$ cat config.mk
export PLATFORM = sky130hd
export DESIGN_NAME = timer16_capture_compare
export DESIGN_NICKNAME = d
export VERILOG_FILES = /design/src/timer16_capture_compare.v
export VERILOG_INCLUDE_DIRS = /design/src
export SDC_FILE = /design/constraint.sdc
export NUM_CORES = 1
export LEC_CHECK = 0
export ABC_CLOCK_PERIOD_IN_PS = 2900
export BUFFER_PORTS_ARGS = -buffer_cell sky130_fd_sc_hd__buf_2
export CAP_MARGIN = 20
export CELL_PAD_IN_SITES_DETAIL_PLACEMENT = 1
export CELL_PAD_IN_SITES_GLOBAL_PLACEMENT = 1
export CORE_MARGIN = 8
export CORE_UTILIZATION = 42
export CTS_CLUSTER_DIAMETER = 150
export DETAILED_ROUTE_END_ITERATION = 16
export GPL_TIMING_DRIVEN = 0
export PLACE_DENSITY = 0.88
export SKIP_LAST_GASP = 1
export SLEW_MARGIN = 20
export SYNTH_ARGS = -nofsm -noshare
export SYNTH_HDL_FRONTEND = slang
export SYNTH_SLANG_ARGS = --single-unit
$ cat constraint.sdc
create_clock -name ref_clk -period 2.9 [get_ports ref_clk]
set_input_delay 0.87 -clock ref_clk [delete_from_list [all_inputs] [get_ports ref_clk]]
set_output_delay 0.87 -clock ref_clk [all_outputs]
set_load 0.05 [all_outputs]
$ cat src/timer16_consts.vh
// constants for the 16-bit timer with two capture/compare registers
// assumes a 32-bit avalon-mm slave with byte addresses, one word per register
//
// Summary of operation
// - overflow flag at FFFFH to 0000H roll
// - clear before 0001H is overridden, flag stays
// - capture beats coincident write, read data undefined
// - capture coinciding with stop is undefined
// - first input as count clock: no capture
// - both edges on first input: no capture
// - source select set: no load, irq still
// - capture latched, irq at next count clock; with first input as count clock, irq at next ref_clk
// - compare-mode registers ignore capture triggers
// - input high at enable gives rising edge
// - high at stop, low at enable: falling
// - first input filtered, valid level sampled twice
// - ppg period first+1, active second+1
// - first input edge restarts soft one-shot too
// - unsafe second rewrite may toggle output
// - shared pin is input or output, never both
// - one-shot soft trigger self-clears, reads zero
// - counter runs whenever run mode is nonzero
`ifndef TIMER16_CONSTS_VH
`define TIMER16_CONSTS_VH
// register byte offsets
`define OFS_CTRL    5'h00
`define OFS_CAPCFG  5'h04
`define OFS_OUTCTL  5'h08
`define OFS_CC1     5'h0C
`define OFS_CC2     5'h10
`define OFS_COUNT   5'h14
// run modes
`define MODE_STOP   2'h0
`define MODE_FREE   2'h1
`define MODE_EDGE   2'h2
`define MODE_MATCH  2'h3
// edge selections
`define ES_FALL     2'h0
`define ES_RISE     2'h1
`define ES_BOTH     2'h3
// count clock sources
`define SRC_EXT     2'h3
`define MASK_DIV1   4'h0
`define MASK_DIV4   4'h3
`define MASK_DIV16  4'hF
// field positions
`define CTL_OVF     2
`define CFG_CAP1    0
`define CFG_CAP2    1
`define CFG_CSS     2
`define OUT_INV1    0
`define OUT_INV2    1
`define OUT_ONESHOT 2
`define OUT_TRIG    3
`define OUT_PIN_OE  4
// values
`define CNT_MAX     16'hFFFF
`define CNT_ZERO    16'h0000
`define WORD_ZERO   32'h0000_0000
`endif

$ cat src/timer16_capture_compare.v
// 16-bit timer/event counter with two capture/compare registers
// assumes inputs synchronous to ref_clk and a waitrequest-aware master
//
// The Avalon-MM interface to the registers and the placing of the registers were left to the implementer.
`default_nettype none
`include "timer16_consts.vh"
module timer16_capture_compare #(
  parameter CNT_W = 16
) (
  // clock and reset
  input  wire             ref_clk,
  input  wire             reset,
  // register bus
  input  wire [4:0]       avs_address,
  input  wire             avs_read,
  input  wire             avs_write,
  input  wire [31:0]      avs_writedata,
  output reg  [31:0]      avs_readdata,
  output reg              avs_waitrequest,
  // pins
  input  wire             edge_input_first,
  input  wire             shared_pin_in,
  output reg              shared_pin_out,
  output reg              shared_pin_oe,
  // event pulses
  output reg              match_irq_first,
  output reg              match_irq_second
);

  // edge qualification against a two-bit edge selection
  function edge_ok;
    input [1:0] es;
    input       rise;
    input       fall;
    begin
      edge_ok = (rise && (es == `ES_RISE || es == `ES_BOTH)) ||
                (fall && (es == `ES_FALL || es == `ES_BOTH));
    end
  endfunction

  reg  [1:0]       run_mode_r;
  reg              overflow_flag_r;
  reg              ovf_hold_r;
  reg              cap_first_r;
  reg              cap_second_r;
  reg              capture_source_select_r;
  reg  [1:0]       es_first_r;
  reg  [1:0]       es_second_r;
  reg  [1:0]       prescaler_mode_reg;
  reg              invert_on_first_match_r;
  reg              invert_on_second_match_r;
  reg              oneshot_en_r;
  reg              oneshot_soft_trigger_r;
  reg  [CNT_W-1:0] capcomp_first_r;
  reg  [CNT_W-1:0] capcomp_second_r;
  reg  [CNT_W-1:0] main_counter_r;
  reg  [3:0]       div_r;
  reg  [1:0]       samp1_r;
  reg  [1:0]       samp2_r;
  reg              flt1_r;
  reg              flt2_r;
  reg              prev1_r;
  reg              prev2_r;
  reg              irq1_due_r;
  reg              irq2_due_r;
  reg              level_r;

  wire run     = (run_mode_r != `MODE_STOP);
  wire bus_wr  = avs_write && !avs_waitrequest;
  wire ext_src = (prescaler_mode_reg == `SRC_EXT);

  // prescaler tick
  reg  [3:0] div_mask;
  always @*
  begin
    case (prescaler_mode_reg)
      2'h1:    div_mask = `MASK_DIV4;
      2'h2:    div_mask = `MASK_DIV16;
      default: div_mask = `MASK_DIV1;
    endcase
  end
  wire pre_tick = run && ((div_r & div_mask) == div_mask);

  always @(posedge ref_clk)
  begin
    if (reset || !run)
      div_r <= 4'h0;
    else
      div_r <= div_r + 4'h1;
  end

  // the second input is ignored while the pin drives
  wire in2 = shared_pin_oe ? 1'b0 : shared_pin_in;

  // first input sampled at ref_clk as count clock, else at tick
  wire samp1_en = ext_src ? 1'b1 : pre_tick;

  // noise filter: level accepted after two equal samples
  always @(posedge ref_clk)
  begin
    if (reset)
    begin
      samp1_r <= 2'h0;
      samp2_r <= 2'h0;
      flt1_r  <= 1'b0;
      flt2_r  <= 1'b0;
    end
    else
    begin
      if (samp1_en)
      begin
        samp1_r <= {samp1_r[0], edge_input_first};
        if (samp1_r[1] == samp1_r[0])
          flt1_r <= samp1_r[0];
      end
      if (pre_tick)
      begin
        samp2_r <= {samp2_r[0], in2};
        if (samp2_r[1] == samp2_r[0])
          flt2_r <= samp2_r[0];
      end
    end
  end

  // reference levels freeze while stopped, so a level change
  // across a stop shows up as an edge once the filter accepts the new level after enable
  always @(posedge ref_clk)
  begin
    if (reset)
    begin
      prev1_r <= 1'b0;
      prev2_r <= 1'b0;
    end
    else if (run)
    begin
      prev1_r <= flt1_r;
      prev2_r <= flt2_r;
    end
  end

  wire rise1 = run && flt1_r && !prev1_r;
  wire fall1 = run && !flt1_r && prev1_r;
  wire rise2 = run && flt2_r && !prev2_r;
  wire fall2 = run && !flt2_r && prev2_r;
  wire edge1 = edge_ok(es_first_r, rise1, fall1);
  wire edge2 = edge_ok(es_second_r, rise2, fall2);

  // count enable: prescaled clock or first input edges
  wire cnt_tick = run && (ext_src ? edge1 : pre_tick);

  // first input may not capture in these settings
  wire cap1_src_ok = !ext_src && (es_first_r != `ES_BOTH);

  // capture only for registers set to capture
  wire cap_into_first  = cap_first_r && (capture_source_select_r ? 1'b0 : edge2);
  wire cap_into_second = cap_second_r && edge1 && cap1_src_ok;

  // restart sources
  wire soft_trig  = bus_wr && avs_address == `OFS_OUTCTL &&
                    avs_writedata[`OUT_TRIG] && oneshot_en_r;
  // external edge restarts even in soft one-shot use
  wire clr_start  = run && (soft_trig || (edge1 && !ext_src &&
                    (run_mode_r == `MODE_EDGE || oneshot_en_r)));

  wire match1     = cnt_tick && main_counter_r == capcomp_first_r && !cap_first_r;
  wire match2     = cnt_tick && main_counter_r == capcomp_second_r && !cap_second_r;
  wire roll       = cnt_tick && (main_counter_r == `CNT_MAX ||
                    (run_mode_r == `MODE_MATCH && match1));

  // counter runs for any nonzero mode, held at zero when stopped
  always @(posedge ref_clk)
  begin
    if (reset || !run)
      main_counter_r <= `CNT_ZERO;
    else if (clr_start)
      main_counter_r <= `CNT_ZERO;
    else if (cnt_tick)
    begin
      if (run_mode_r == `MODE_MATCH && match1)
        main_counter_r <= `CNT_ZERO;
      else
        main_counter_r <= main_counter_r + 16'h0001;
    end
  end

  // overflow flag, the set beats any clear
  always @(posedge ref_clk)
  begin
    if (reset)
    begin
      overflow_flag_r <= 1'b0;
      ovf_hold_r      <= 1'b0;
    end
    else
    begin
      if (roll && main_counter_r == `CNT_MAX)
      begin
        overflow_flag_r <= 1'b1;
        ovf_hold_r      <= 1'b1;
      end
      else
      begin
        if (cnt_tick || !run)
          ovf_hold_r <= 1'b0;
        // clear ignored until the count leaves zero
        if (bus_wr && avs_address == `OFS_CTRL &&
            !avs_writedata[`CTL_OVF] && !ovf_hold_r)
          overflow_flag_r <= 1'b0;
      end
    end
  end

  // capture registers double as compare values
  always @(posedge ref_clk)
  begin
    if (reset)
    begin
      capcomp_first_r  <= `CNT_ZERO;
      capcomp_second_r <= `CNT_ZERO;
    end
    else
    begin
      // capture takes the bus write slot when both land
      if (cap_into_first)
        capcomp_first_r <= main_counter_r;
      else if (bus_wr && avs_address == `OFS_CC1)
        capcomp_first_r <= avs_writedata[CNT_W-1:0];
      if (cap_into_second)
        capcomp_second_r <= main_counter_r;
      else if (bus_wr && avs_address == `OFS_CC2)
        capcomp_second_r <= avs_writedata[CNT_W-1:0];
    end
  end

  // capture interrupts wait for the next prescaler tick, the next ref_clk when the first input is the count clock
  always @(posedge ref_clk)
  begin
    if (reset || !run)
    begin
      irq1_due_r <= 1'b0;
      irq2_due_r <= 1'b0;
    end
    else
    begin
      // latch now, interrupt at the following tick
      // first irq still raised when the source select suppresses the load
      if (cap_first_r && edge2)
        irq1_due_r <= 1'b1;
      else if (pre_tick)
        irq1_due_r <= 1'b0;
      if (cap_into_second)
        irq2_due_r <= 1'b1;
      else if (pre_tick)
        irq2_due_r <= 1'b0;
    end
  end

  // interrupt pulses, one cycle each
  always @(posedge ref_clk)
  begin
    if (reset)
    begin
      match_irq_first  <= 1'b0;
      match_irq_second <= 1'b0;
    end
    else
    begin
      // capture irq on the tick after the latch
      match_irq_first  <= match1 || (irq1_due_r && pre_tick);
      match_irq_second <= match2 || (irq2_due_r && pre_tick);
    end
  end

  // output level; a late compare rewrite can land on a match and
  // toggle once more, software must use the safe rewrite order
  always @(posedge ref_clk)
  begin
    if (reset || !run)
      level_r <= 1'b0;
    else if (clr_start && oneshot_en_r)
      level_r <= 1'b0;
    else if (oneshot_en_r)
    begin
      if (match2)
        level_r <= 1'b1;
      else if (match1)
        level_r <= 1'b0;
    end
    else
      // ppg: toggle at second, restart low after first
      level_r <= level_r ^ ((match1 && invert_on_first_match_r) ^
                            (match2 && invert_on_second_match_r));
  end

  // shared pin drive
  always @(posedge ref_clk)
  begin
    if (reset)
    begin
      shared_pin_out <= 1'b0;
      shared_pin_oe  <= 1'b0;
    end
    else
    begin
      // pin owned by output only when enabled
      shared_pin_oe  <= oneshot_soft_trigger_r;
      shared_pin_out <= oneshot_soft_trigger_r && level_r;
    end
  end

  // control registers
  always @(posedge ref_clk)
  begin
    if (reset)
    begin
      run_mode_r               <= `MODE_STOP;
      cap_first_r              <= 1'b0;
      cap_second_r             <= 1'b0;
      capture_source_select_r  <= 1'b0;
      es_first_r               <= `ES_FALL;
      es_second_r              <= `ES_FALL;
      prescaler_mode_reg       <= 2'h0;
      invert_on_first_match_r  <= 1'b0;
      invert_on_second_match_r <= 1'b0;
      oneshot_en_r             <= 1'b0;
      oneshot_soft_trigger_r   <= 1'b0;
    end
    else if (bus_wr)
    begin
      case (avs_address)
        `OFS_CTRL:
          run_mode_r <= avs_writedata[1:0];
        `OFS_CAPCFG:
        begin
          cap_first_r             <= avs_writedata[`CFG_CAP1];
          cap_second_r            <= avs_writedata[`CFG_CAP2];
          capture_source_select_r <= avs_writedata[`CFG_CSS];
          es_first_r              <= avs_writedata[5:4];
          es_second_r             <= avs_writedata[7:6];
          prescaler_mode_reg      <= avs_writedata[9:8];
        end
        `OFS_OUTCTL:
        begin
          invert_on_first_match_r  <= avs_writedata[`OUT_INV1];
          invert_on_second_match_r <= avs_writedata[`OUT_INV2];
          oneshot_en_r             <= avs_writedata[`OUT_ONESHOT];
          // pin ownership bit; trigger bit itself is never stored
          oneshot_soft_trigger_r   <= avs_writedata[`OUT_PIN_OE];
        end
        default:
          run_mode_r <= run_mode_r;
      endcase
    end
  end

  // read mux
  reg [31:0] rd_mux;
  always @*
  begin
    case (avs_address)
      `OFS_CTRL:
        rd_mux = {29'h0, overflow_flag_r, run_mode_r};
      `OFS_CAPCFG:
        rd_mux = {22'h0, prescaler_mode_reg, es_second_r, es_first_r,
                  1'b0, capture_source_select_r, cap_second_r, cap_first_r};
      `OFS_OUTCTL:
        rd_mux = {27'h0, oneshot_soft_trigger_r, 1'b0, oneshot_en_r,
                  invert_on_second_match_r, invert_on_first_match_r};
      `OFS_CC1:
        rd_mux = {16'h0, capcomp_first_r};
      `OFS_CC2:
        rd_mux = {16'h0, capcomp_second_r};
      `OFS_COUNT:
        rd_mux = {16'h0, main_counter_r};
      default:
        rd_mux = `WORD_ZERO;
    endcase
  end

  // bus handshake: one wait cycle, then the answer
  always @(posedge ref_clk)
  begin
    if (reset)
    begin
      avs_waitrequest <= 1'b1;
      avs_readdata    <= `WORD_ZERO;
    end
    else if (!avs_waitrequest)
      avs_waitrequest <= 1'b1;
    else if (avs_read || avs_write)
    begin
      avs_waitrequest <= 1'b0;
      avs_readdata    <= avs_read ? rd_mux : `WORD_ZERO;
    end
  end

endmodule // timer16_capture_compare
`default_nettype wire

==> reports/results.tsv, run 1 <==
metric	value	unit
stdcell_count	912	
grt_pass1_wl	30400	um
yosysWarnings	0	
min_period_over_period	93.0	%
finalMaxSlewViolations	0	
synth_edf_count	0	
startpoint_type	primary input	
critPathMaxStageDelay	360	ps
dpl.hpwl	14300	um
max-clock-path-buffers	2	
drtIter0Drc	442	
antenna_left	0	
arrival	2950	ps
required	3160	ps
yosysSeqAreaShare	38.4	%
drt_wl_total	19400	um
min_period	2700	ps
clock_latency	350	ps
path_cells	buf_2 > nor3_1 > and3_1 > clkbuf_1 > clkbuf_2 > clkbuf_2 > nand3_1 > a311oi_1	
cts_tree	yes	
post_dp_cell_area	5770	um^2
area_growth	15.8	%
ys.flop_type	dfxtp_1	
async_reset_ff_share	0	%
end_kind	register	
cp_max_fo	10	
crit_top_cell	clkbuf_2	
path_class	in -> reg	
clock_sinks	101	
grt_max_degree	18	
p_per_area	468	nW/um^2
synth_cell_types	53	
nets	786	
cts_buffers	9	
grt.overflow.total	0	
utilization	49.1	%
dp_cells	897	
drc	0	
fp.coreArea	12400	um^2
hold_viol_final	0	
routabilityCongestion	0.961	
antenna_found_initial	0	
total_power	2860	uW
num_rows	41	
ios	80	
hold_buffers	0	
drtPass1Iterations	7	
worst_pin_slew	972	ps
max_cap_viol_count	0	
io_buffer_count	46	
power.leakage	0.00236	uW
hp-class	reg -> reg	
skew	9.03	ps
ys_ff_latch	101	
post-route-cell-area	6100	um^2
worst-path-buf-inv	4	
grt_pass1_vias	5602	
num_vias	5342	
netlist_area	5270	um^2
syn_inst	664	
detail_route.wl_per_cell	21.2	um
avgSynthCellArea	7.93	um^2
fp.dieArea	16400	um^2
via_per_inst	5.86	
htreeDepth	3	
die_y	128	um
slowest_stage	nor3_1	
drive_above_1_share	14.2	%
slew_headroom	34.8	%
status	complete, no violations	
post-cts-setup-buffers	0	
timing.hold.ws	460	ps
dieWidth	128	um
clk_pin_slew	70	ps
root_buffer	clkbuf_16	
cp_top_family	buffers and inverters	
start_util	42.4	%
grtUsageTotal	23.8	%
diodes	0	
setup_viol	0	
fmax	371	MHz
ir_drop	0.000297	V
grt_setup_unrepaired	false	
## through the flow
step,setup TNS [ps],setup slack (ps)
2_1_floorplan,0,454
3_3_place_gp,-3370,-232
3_5_place_dp,-6240,-424
4_1_cts,0,17.1
5_1_grt,0,11.6
6_report,0,204
## tightest hold or removal path, cell delays in order, from the launching register on
cell and delay [ps]:
dfxtp_1 310, nand2_1 50, a21oi_1 60
## where the power goes
| group | internal, uW | total (uW) | leakage [uW] | switching (uW) |
|---|---|---|---|---|
| registers | 1390 | 1390 | 0.000813 | 3.38 |
| logic | 43.3 | 186 | 0.00140 | 142 |
| clock network | 700 | 1280 | 0.000145 | 578 |
## logic make-up (layout without fill, tap and decap cells)
logic type / Yosys count / in the layout / synth area share (%)
compound gates: 141 / 141 / 18.8
xor+xnor: 44 / 44 / 7.60
fa+ha+maj: 8 / 8 / 1.90
buf+inv: 82 / 143 / 7.75
flops: 101 / 101 / 38.4
mux: 7 / 7 / 1.35
other cells: 1 / 16 / 0.0712
simple gates: 280 / 280 / 24.1
## repair_timing
action                                  in CTS  in global routing
gates resized for setup                      3                  4
cloned                                       0                  0
pin swaps                                    0                  0
endpoints found under the setup margin      21                 21
## worst paths after layout
check                                                   from                                to  slack, ps  cells after the start
worst max-delay path                          avs_address[4]  capcomp_first_r[13]$_SDFFE_PP0P_        200                      8
worst min-delay path            avs_readdata[4]$_SDFFE_PP0P_      avs_readdata[4]$_SDFFE_PP0P_        460                      2
worst max register to register    es_first_r[1]$_SDFFE_PP0P_      overflow_flag_r$_SDFFE_PP0P_        210                      8
worst min register to register  avs_readdata[4]$_SDFFE_PP0P_      avs_readdata[4]$_SDFFE_PP0P_        460                      2
## placed cells by master, fill, tap and decap left out, types with 5 or more instances in the layout
| cell type | count |
|---|---|
| a21oi_1 | 51 |
| a222oi_1 | 11 |
| a22o_1 | 9 |
| a22oi_1 | 6 |
| a311oi_1 | 32 |
| buf_2 | 54 |
| buf_4 | 16 |
| clkbuf_1 | 42 |
| clkbuf_16 | 9 |
| conb_1 | 16 |
| dfxtp_1 | 101 |
| ha_1 | 8 |
| inv_1 | 9 |
| mux2i_1 | 6 |
| nand2_1 | 99 |
| nand3_1 | 41 |
| nand4_1 | 8 |
| nor2_1 | 82 |
| nor2b_1 | 5 |
| nor3_1 | 5 |
| nor4_1 | 8 |
| o21ai_0 | 10 |
| or3_1 | 8 |
| xnor2_1 | 10 |
| xor2_1 | 32 |
## synthesized netlist by cell type, types with 3 or more instances
master,count,share of area (%)
a22o_1,9,1.5
nor2_1,82,5.8
a21oi_1,51,4.8
ha_1,8,1.9
nand4_1,8,0.95
a21o_1,3,0.43
nand3_1,41,3.9
and3_1,4,0.48
xor2_1,32,5.3
nor4_1,10,1.2
inv_1,9,0.64
nor2b_1,5,0.59
a311oi_1,32,5.3
buf_6,4,0.86
nor3_1,5,0.48
xnor2_1,10,1.7
buf_4,16,2.3
nand2_1,99,7.1
dfxtp_1,101,38
o21ai_0,10,0.95
buf_2,8,0.76
a222oi_1,11,2.1
clkbuf_1,45,3.2
and2_1,4,0.48
a22oi_1,6,0.86
mux2i_1,6,1.1
o21ai_1,3,0.29
or3_1,8,0.95
nand2b_1,3,0.36
## final cells by class
class,count,area (um^2)
fill,1546,6320
multi-input combinational,496,2910
sequential,101,2020
buffer,72,373
clock buffer,10,239
timing repair buffer,46,230
tap,172,215
clock inverter,6,71.3
inverter,9,33.8
## routing by layer
metal	wire, um	vias up	track usage, %	part of all wire (%)
met5	0	-	0	0
met4	692	0	11.9	3.6
met3	1280	49	6.57	6.6
met2	9460	187	40.5	49
met1	7930	2659	26.9	41
li1	-	2447	-	-
No activity file was read; power rests on OpenSTA's default activity.
==> run 2: changes to the inputs <==
--- a/config.mk
+++ b/config.mk
@@ -12,11 +12,11 @@
 export CELL_PAD_IN_SITES_DETAIL_PLACEMENT = 1
 export CELL_PAD_IN_SITES_GLOBAL_PLACEMENT = 1
 export CORE_MARGIN = 8
-export CORE_UTILIZATION = 42
+export CORE_UTILIZATION = 25
 export CTS_CLUSTER_DIAMETER = 150
 export DETAILED_ROUTE_END_ITERATION = 16
 export GPL_TIMING_DRIVEN = 0
-export PLACE_DENSITY = 0.88
+export PLACE_DENSITY = 0.6
 export SKIP_LAST_GASP = 1
 export SLEW_MARGIN = 20
 export SYNTH_ARGS = -nofsm -noshare
==> run 2 against run 1 <==
Effect of this change:
- via count down 6.3%
- sequential share of layout area down 0.76 points
- count of clock-buffer cells in the layout unchanged
- sequential power about the same
- clock power about the same
- critical path depth up 1
- wire length down 0.46%
- cell area up 2.4%
- non-clock buffer count up 1
- worst setup slack worse by 49 ps
- worst hold slack worse by 6.1 ps
- critical path type is now reg -> reg
- largest power group unchanged
- highest routed layer unchanged
==> reports/results.tsv, run 2 (same netlist as run 1, synthesis figures left out) <==
metric	value	unit
htreeDepth	3	
grt_pass1_vias	5090	
p_per_area	461	nW/um^2
grt_max_degree	18	
fmax	364	MHz
stdcell_count	1016	
switchingPower	749	uW
num_rows	53	
dieWidth	161	um
required	3150	ps
antenna_found_initial	0	
sequentialPowerShare	48.3	%
dr_wl_met3	707	um
ios	80	
reg2reg_depth	9	
grt_setup_unrepaired	false	
drc	0	
cts_buffers	9	
p_int	2130	uW
via_per_inst	4.93	
rr_endpoint	main_counter_r[5]$_SDFFE_PP0N_	
grt.overflow.total	0	
cp-startpoint	prescaler_mode_reg[0]$_SDFFE_PP0P_	
root_buffer	clkbuf_16	
drtIter0Drc	361	
layout_common_cells	101 x dfxtp_1, 99 x nand2_1, 82 x nor2_1, 54 x buf_2, 51 x a21oi_1	
power.leakage	0.00236	uW
hp-class	reg -> reg	
drt_wl_total	19300	um
mostFrequentLayoutCell	dfxtp_1	
rr_startpoint	prescaler_mode_reg[0]$_SDFFE_PP0P_	
fill_cells	2563	
start_util	25.3	%
setup_viol	0	
switching_share	26.0	%
worst_pin_slew	949	ps
io_buffer_count	46	
arrival	3000	ps
dp_cells	1000	
crit_end	main_counter_r[5]$_SDFFE_PP0N_	
end_kind	register	
hold_viol_final	0	
finalMaxSlewViolations	0	
status	complete, no violations	
num_vias	5005	
fp.dieArea	26000	um^2
cp_max_fo	10	
max_cap_viol_count	0	
area_growth	18.6	%
clock_latency	370	ps
fp.coreArea	20800	um^2
skew	12.1	ps
combinationalPowerShare	6.4	%
post-cts-setup-buffers	0	
clockPowerShare	45.2	%
min_period	2750	ps
clock_sinks	101	
drive_above_1_share	14.2	%
ir_drop	0.000241	V
drtPass1Iterations	5	
dpl.hpwl	14800	um
met1_length	9570	um
detail_route.wl_per_cell	19.0	um
die_y	161	um
r2r_slack	150	ps
grtUsageTotal	14.8	%
nets	787	
slew_headroom	36.4	%
startpoint_type	register	
path_class	reg -> reg	
routed-wl-met2	8840	um
clk_pin_slew	80	ps
antenna_left	0	
min_period_over_period	94.7	%
routabilityCongestion	0.826	
grt_pass1_wl	30000	um
diodes	0	
max-clock-path-buffers	2	
total_power	2880	uW
cts_tree	yes	
routed.top_layer	met4	
[run 2: cell types whose count changed in the layout (fill, tap and decap cells not counted), sizes merged]
cell,change
clkinv,-2
clkinvlp,+1
clkbuf,+1
inv,+1
[run 2: power groups by stage]
stage | registers [uW] | clock network, uW | logic [uW]
2_1_floorplan | 1430 | 0 | 112
3_3_place_gp | 1420 | 0 | 184
3_5_place_dp | 1420 | 0 | 183
4_1_cts | 1390 | 1340 | 184
5_1_grt | 1390 | 1390 | 198
6_report | 1390 | 1300 | 186
[run 2: stage by stage]
step	hold WS, ps	TNS [ps]	setup WS, ps	instance area, um^2	utilization, %
6_report	454	0	155	6240	30.0
5_1_grt	487	0	15.7	6240	30.0
4_1_cts	462	0	42.4	6220	29.9
3_5_place_dp	451	-6390	-321	5900	28.3
3_3_place_gp	443	-4910	-289	5900	28.3
2_1_floorplan	430	0	454	5320	-
[run 2: how the worst min path moves through the flow]
stage,cells after the start,start,endpoint
detailed placement,2,avs_readdata[2]$_SDFFE_PP0P_,avs_readdata[2]$_SDFFE_PP0P_
finish,2,avs_readdata[4]$_SDFFE_PP0P_,avs_readdata[4]$_SDFFE_PP0P_
floorplan,1,div_r[0]$_SDFF_PP0_,div_r[0]$_SDFF_PP0_
global route,2,avs_readdata[4]$_SDFFE_PP0P_,avs_readdata[4]$_SDFFE_PP0P_
global placement,2,avs_readdata[4]$_SDFFE_PP0P_,avs_readdata[4]$_SDFFE_PP0P_
CTS,2,avs_readdata[4]$_SDFFE_PP0P_,avs_readdata[4]$_SDFFE_PP0P_
[run 2: timing repair]
| item | 4_1_cts | 5_1_grt |
|---|---|---|
| hold buffers | 0 | 0 |
| resized for setup | 3 | 5 |
| setup endpoints to repair | 10 | 23 |
[run 2: final cells by class]
cell class                      count  area, um^2  area share, %
Clock buffer                       10         239           3.83
Timing Repair Buffer               46         230           3.69
Buffer                             73         375           6.01
Clock inverter                      6        70.1           1.12
Multi-Input combinational cell    496        2930           46.9
Sequential cell                   101        2020           32.4
Inverter                            9        33.8          0.541
Tap cell                          275         344           5.51
[run 2: metal layers]
layer  global-route usage (%)  vias up
met5                        0        -
met2                     23.7       93
met4                     2.69        0
met3                     3.95       13
met1                     19.8     2446
li1                         -     2453
[run 2: critical path, cell delays in order (launching register included)]
cell and delay (ps):
dfxtp_1 470, inv_1 80, ha_1 290, a21oi_1 50, a21oi_1 340, a2bb2oi_2 210
or3_1 540, o21ai_4 280, buf_2 290, nor2_1 70
==> run 3: changes to the inputs <==
--- a/config.mk
+++ b/config.mk
@@ -15,8 +15,10 @@
 export CORE_UTILIZATION = 25
 export CTS_CLUSTER_DIAMETER = 150
 export DETAILED_ROUTE_END_ITERATION = 16
+export GPL_ROUTABILITY_DRIVEN = 0
 export GPL_TIMING_DRIVEN = 0
-export PLACE_DENSITY = 0.6
+export MAX_ROUTING_LAYER = met4
+export PLACE_DENSITY = 0.54
 export SKIP_LAST_GASP = 1
 export SLEW_MARGIN = 20
 export SYNTH_ARGS = -nofsm -noshare
==> run 3 against run 2 <==
Effect of this change:
- power is 5.0% lower
- via count rose by 3.7%
- non-clock buffer count stayed put
- combinational power up 3%
- fmax grew 1.0%
- clock power down 12%
- critical path type unchanged
- largest cell class unchanged
==> reports/results.tsv, run 3 (same netlist as run 1, synthesis figures left out) <==
metric	value	unit
via_per_inst	5.11	
end_kind	register	
critPathMaxStageDelay	590	ps
hold_viol_final	0	
hold_buffers	0	
grt_pass1_vias	5425	
power.leakage	0.00234	uW
clk_pin_slew	70	ps
fp.dieArea	26000	um^2
dpl.hpwl	15900	um
grt_setup_unrepaired	false	
status	complete, no violations	
drc	0	
dieWidth	161	um
grtUsageTotal	16.2	%
area_growth	17.7	%
p_per_area	442	nW/um^2
clock_latency	360	ps
ir_drop	0.000255	V
die_y	161	um
clock_sinks	101	
num_rows	53	
start_util	25.3	%
max_cap_viol_count	0	
detail_route.wl_per_cell	20.3	um
startpoint_type	register	
ios	80	
timing.hold.ws	456	ps
nets	787	
drt_wl_total	20600	um
cts_buffers	9	
stdcell_count	1016	
slowest_stage	or4_4	
fmax	368	MHz
mostFrequentLayoutCell	dfxtp_1	
setup_viol	0	
arrival	2960	ps
cts_tree	yes	
cp_top_family	simple AND/OR/NAND/NOR gates	
worst_pin_slew	929	ps
min_period_over_period	93.7	%
root_buffer	clkbuf_16	
num_vias	5188	
slew_headroom	37.7	%
finalMaxSlewViolations	0	
grt_max_degree	17	
post-route-cell-area	6190	um^2
path_cells	inv_1 > ha_1 > nand2_1 > mux2_2 > a2bb2oi_1 > or4_4 > a2111oi_2 > and4b_1	
diodes	0	
antenna_left	0	
grt.overflow.total	0	
drive_above_1_share	14.0	%
drtIter0Drc	288	
htreeDepth	3	
worst-path-buf-inv	1	
path_class	reg -> reg	
dp_cells	1000	
antenna_found_initial	0	
drtPass1Iterations	6	
skew	9.99	ps
layout_common_cells	101 x dfxtp_1, 99 x nand2_1, 82 x nor2_1, 54 x buf_2, 51 x a21oi_1	
min_period	2720	ps
hp-class	reg -> reg	
required	3150	ps
io_buffer_count	46	
fill_cells	2568	
cp_max_fo	8	
grt_pass1_wl	31600	um
fp.coreArea	20800	um^2
max-clock-path-buffers	2	
utilization	29.8	%
post_dp_cell_area	5900	um^2
total_power	2740	uW
-- run 3: changes by cell type in the layout (fill, tap and decap cells not counted) --
cell,previous run,this run
a2bb2oi_1,0,1
clkinv_2,0,2
o2bb2ai_2,1,0
o2bb2ai_1,1,2
inv_6,2,0
clkinvlp_4,3,4
clkbuf_8,1,0
clkbuf_1,44,43
clkbuf_2,1,2
a2bb2oi_2,1,0
buf_4,16,17
bufinv_16,1,0
-- run 3: per-stage QoR --
stage	setup slack (ps)	TNS (ps)
2_1_floorplan	454	0
3_3_place_gp	-297	-4830
3_5_place_dp	-434	-6040
4_1_cts	100	0
5_1_grt	5.50	0
6_report	183	0
-- run 3: layout make-up --
cell class	count	area [um^2]	area share [%]
Clock inverter	6	40.0	0.646
Clock buffer	10	229	3.70
Sequential cell	101	2020	32.6
Inverter	9	33.8	0.545
Timing Repair Buffer	47	238	3.84
Multi-Input combinational cell	496	2920	47.1
Tap cell	275	344	5.55
Buffer	72	373	6.02
-- run 3: per-layer routing --
metal  global-route usage (%)  vias up  part of all wire (%)
li1                         -     2451                     -
met1                     20.1     2564                    46
met2                     25.7      137                    47
met3                     2.57       36                   3.8
met4                     6.99        0                   3.1
met5                        -        -                     0
-- run 3: power by group --
| group | total (uW) | switching (uW) | internal [uW] |
|---|---|---|---|
| Combinational | 191 | 148 | 43.4 |
| Sequential | 1390 | 3.50 | 1390 |
| Clock | 1150 | 574 | 580 |
-- run 3: path summary, 6_finish.rpt --
path                                 from                            to  slack (ps)  depth (start not counted)
max            es_first_r[1]$_SDFFE_PP0P_          level_r$_SDFFE_PP0P_         180                          8
min          avs_readdata[4]$_SDFFE_PP0P_  avs_readdata[4]$_SDFFE_PP0P_         460                          2
max reg2reg    es_first_r[1]$_SDFFE_PP0P_          level_r$_SDFFE_PP0P_         180                          8
min reg2reg  avs_readdata[4]$_SDFFE_PP0P_  avs_readdata[4]$_SDFFE_PP0P_         460                          2
-- run 3: what timing repair did --
item,in CTS,in global routing
endpoints found under the hold margin,0,0
setup buffers,0,1
setup endpoints to repair,18,18
pin swaps,0,1
resized for setup,3,4
-- run 3: worst reg2reg max path, cell delays in order (launching register included) --
cell       delay (ps)
dfxtp_1           430
inv_1              70
ha_1              270
nand2_1            50
mux2_2            320
a2bb2oi_1         260
or4_4             590
a2111oi_2         360
and4b_1           240
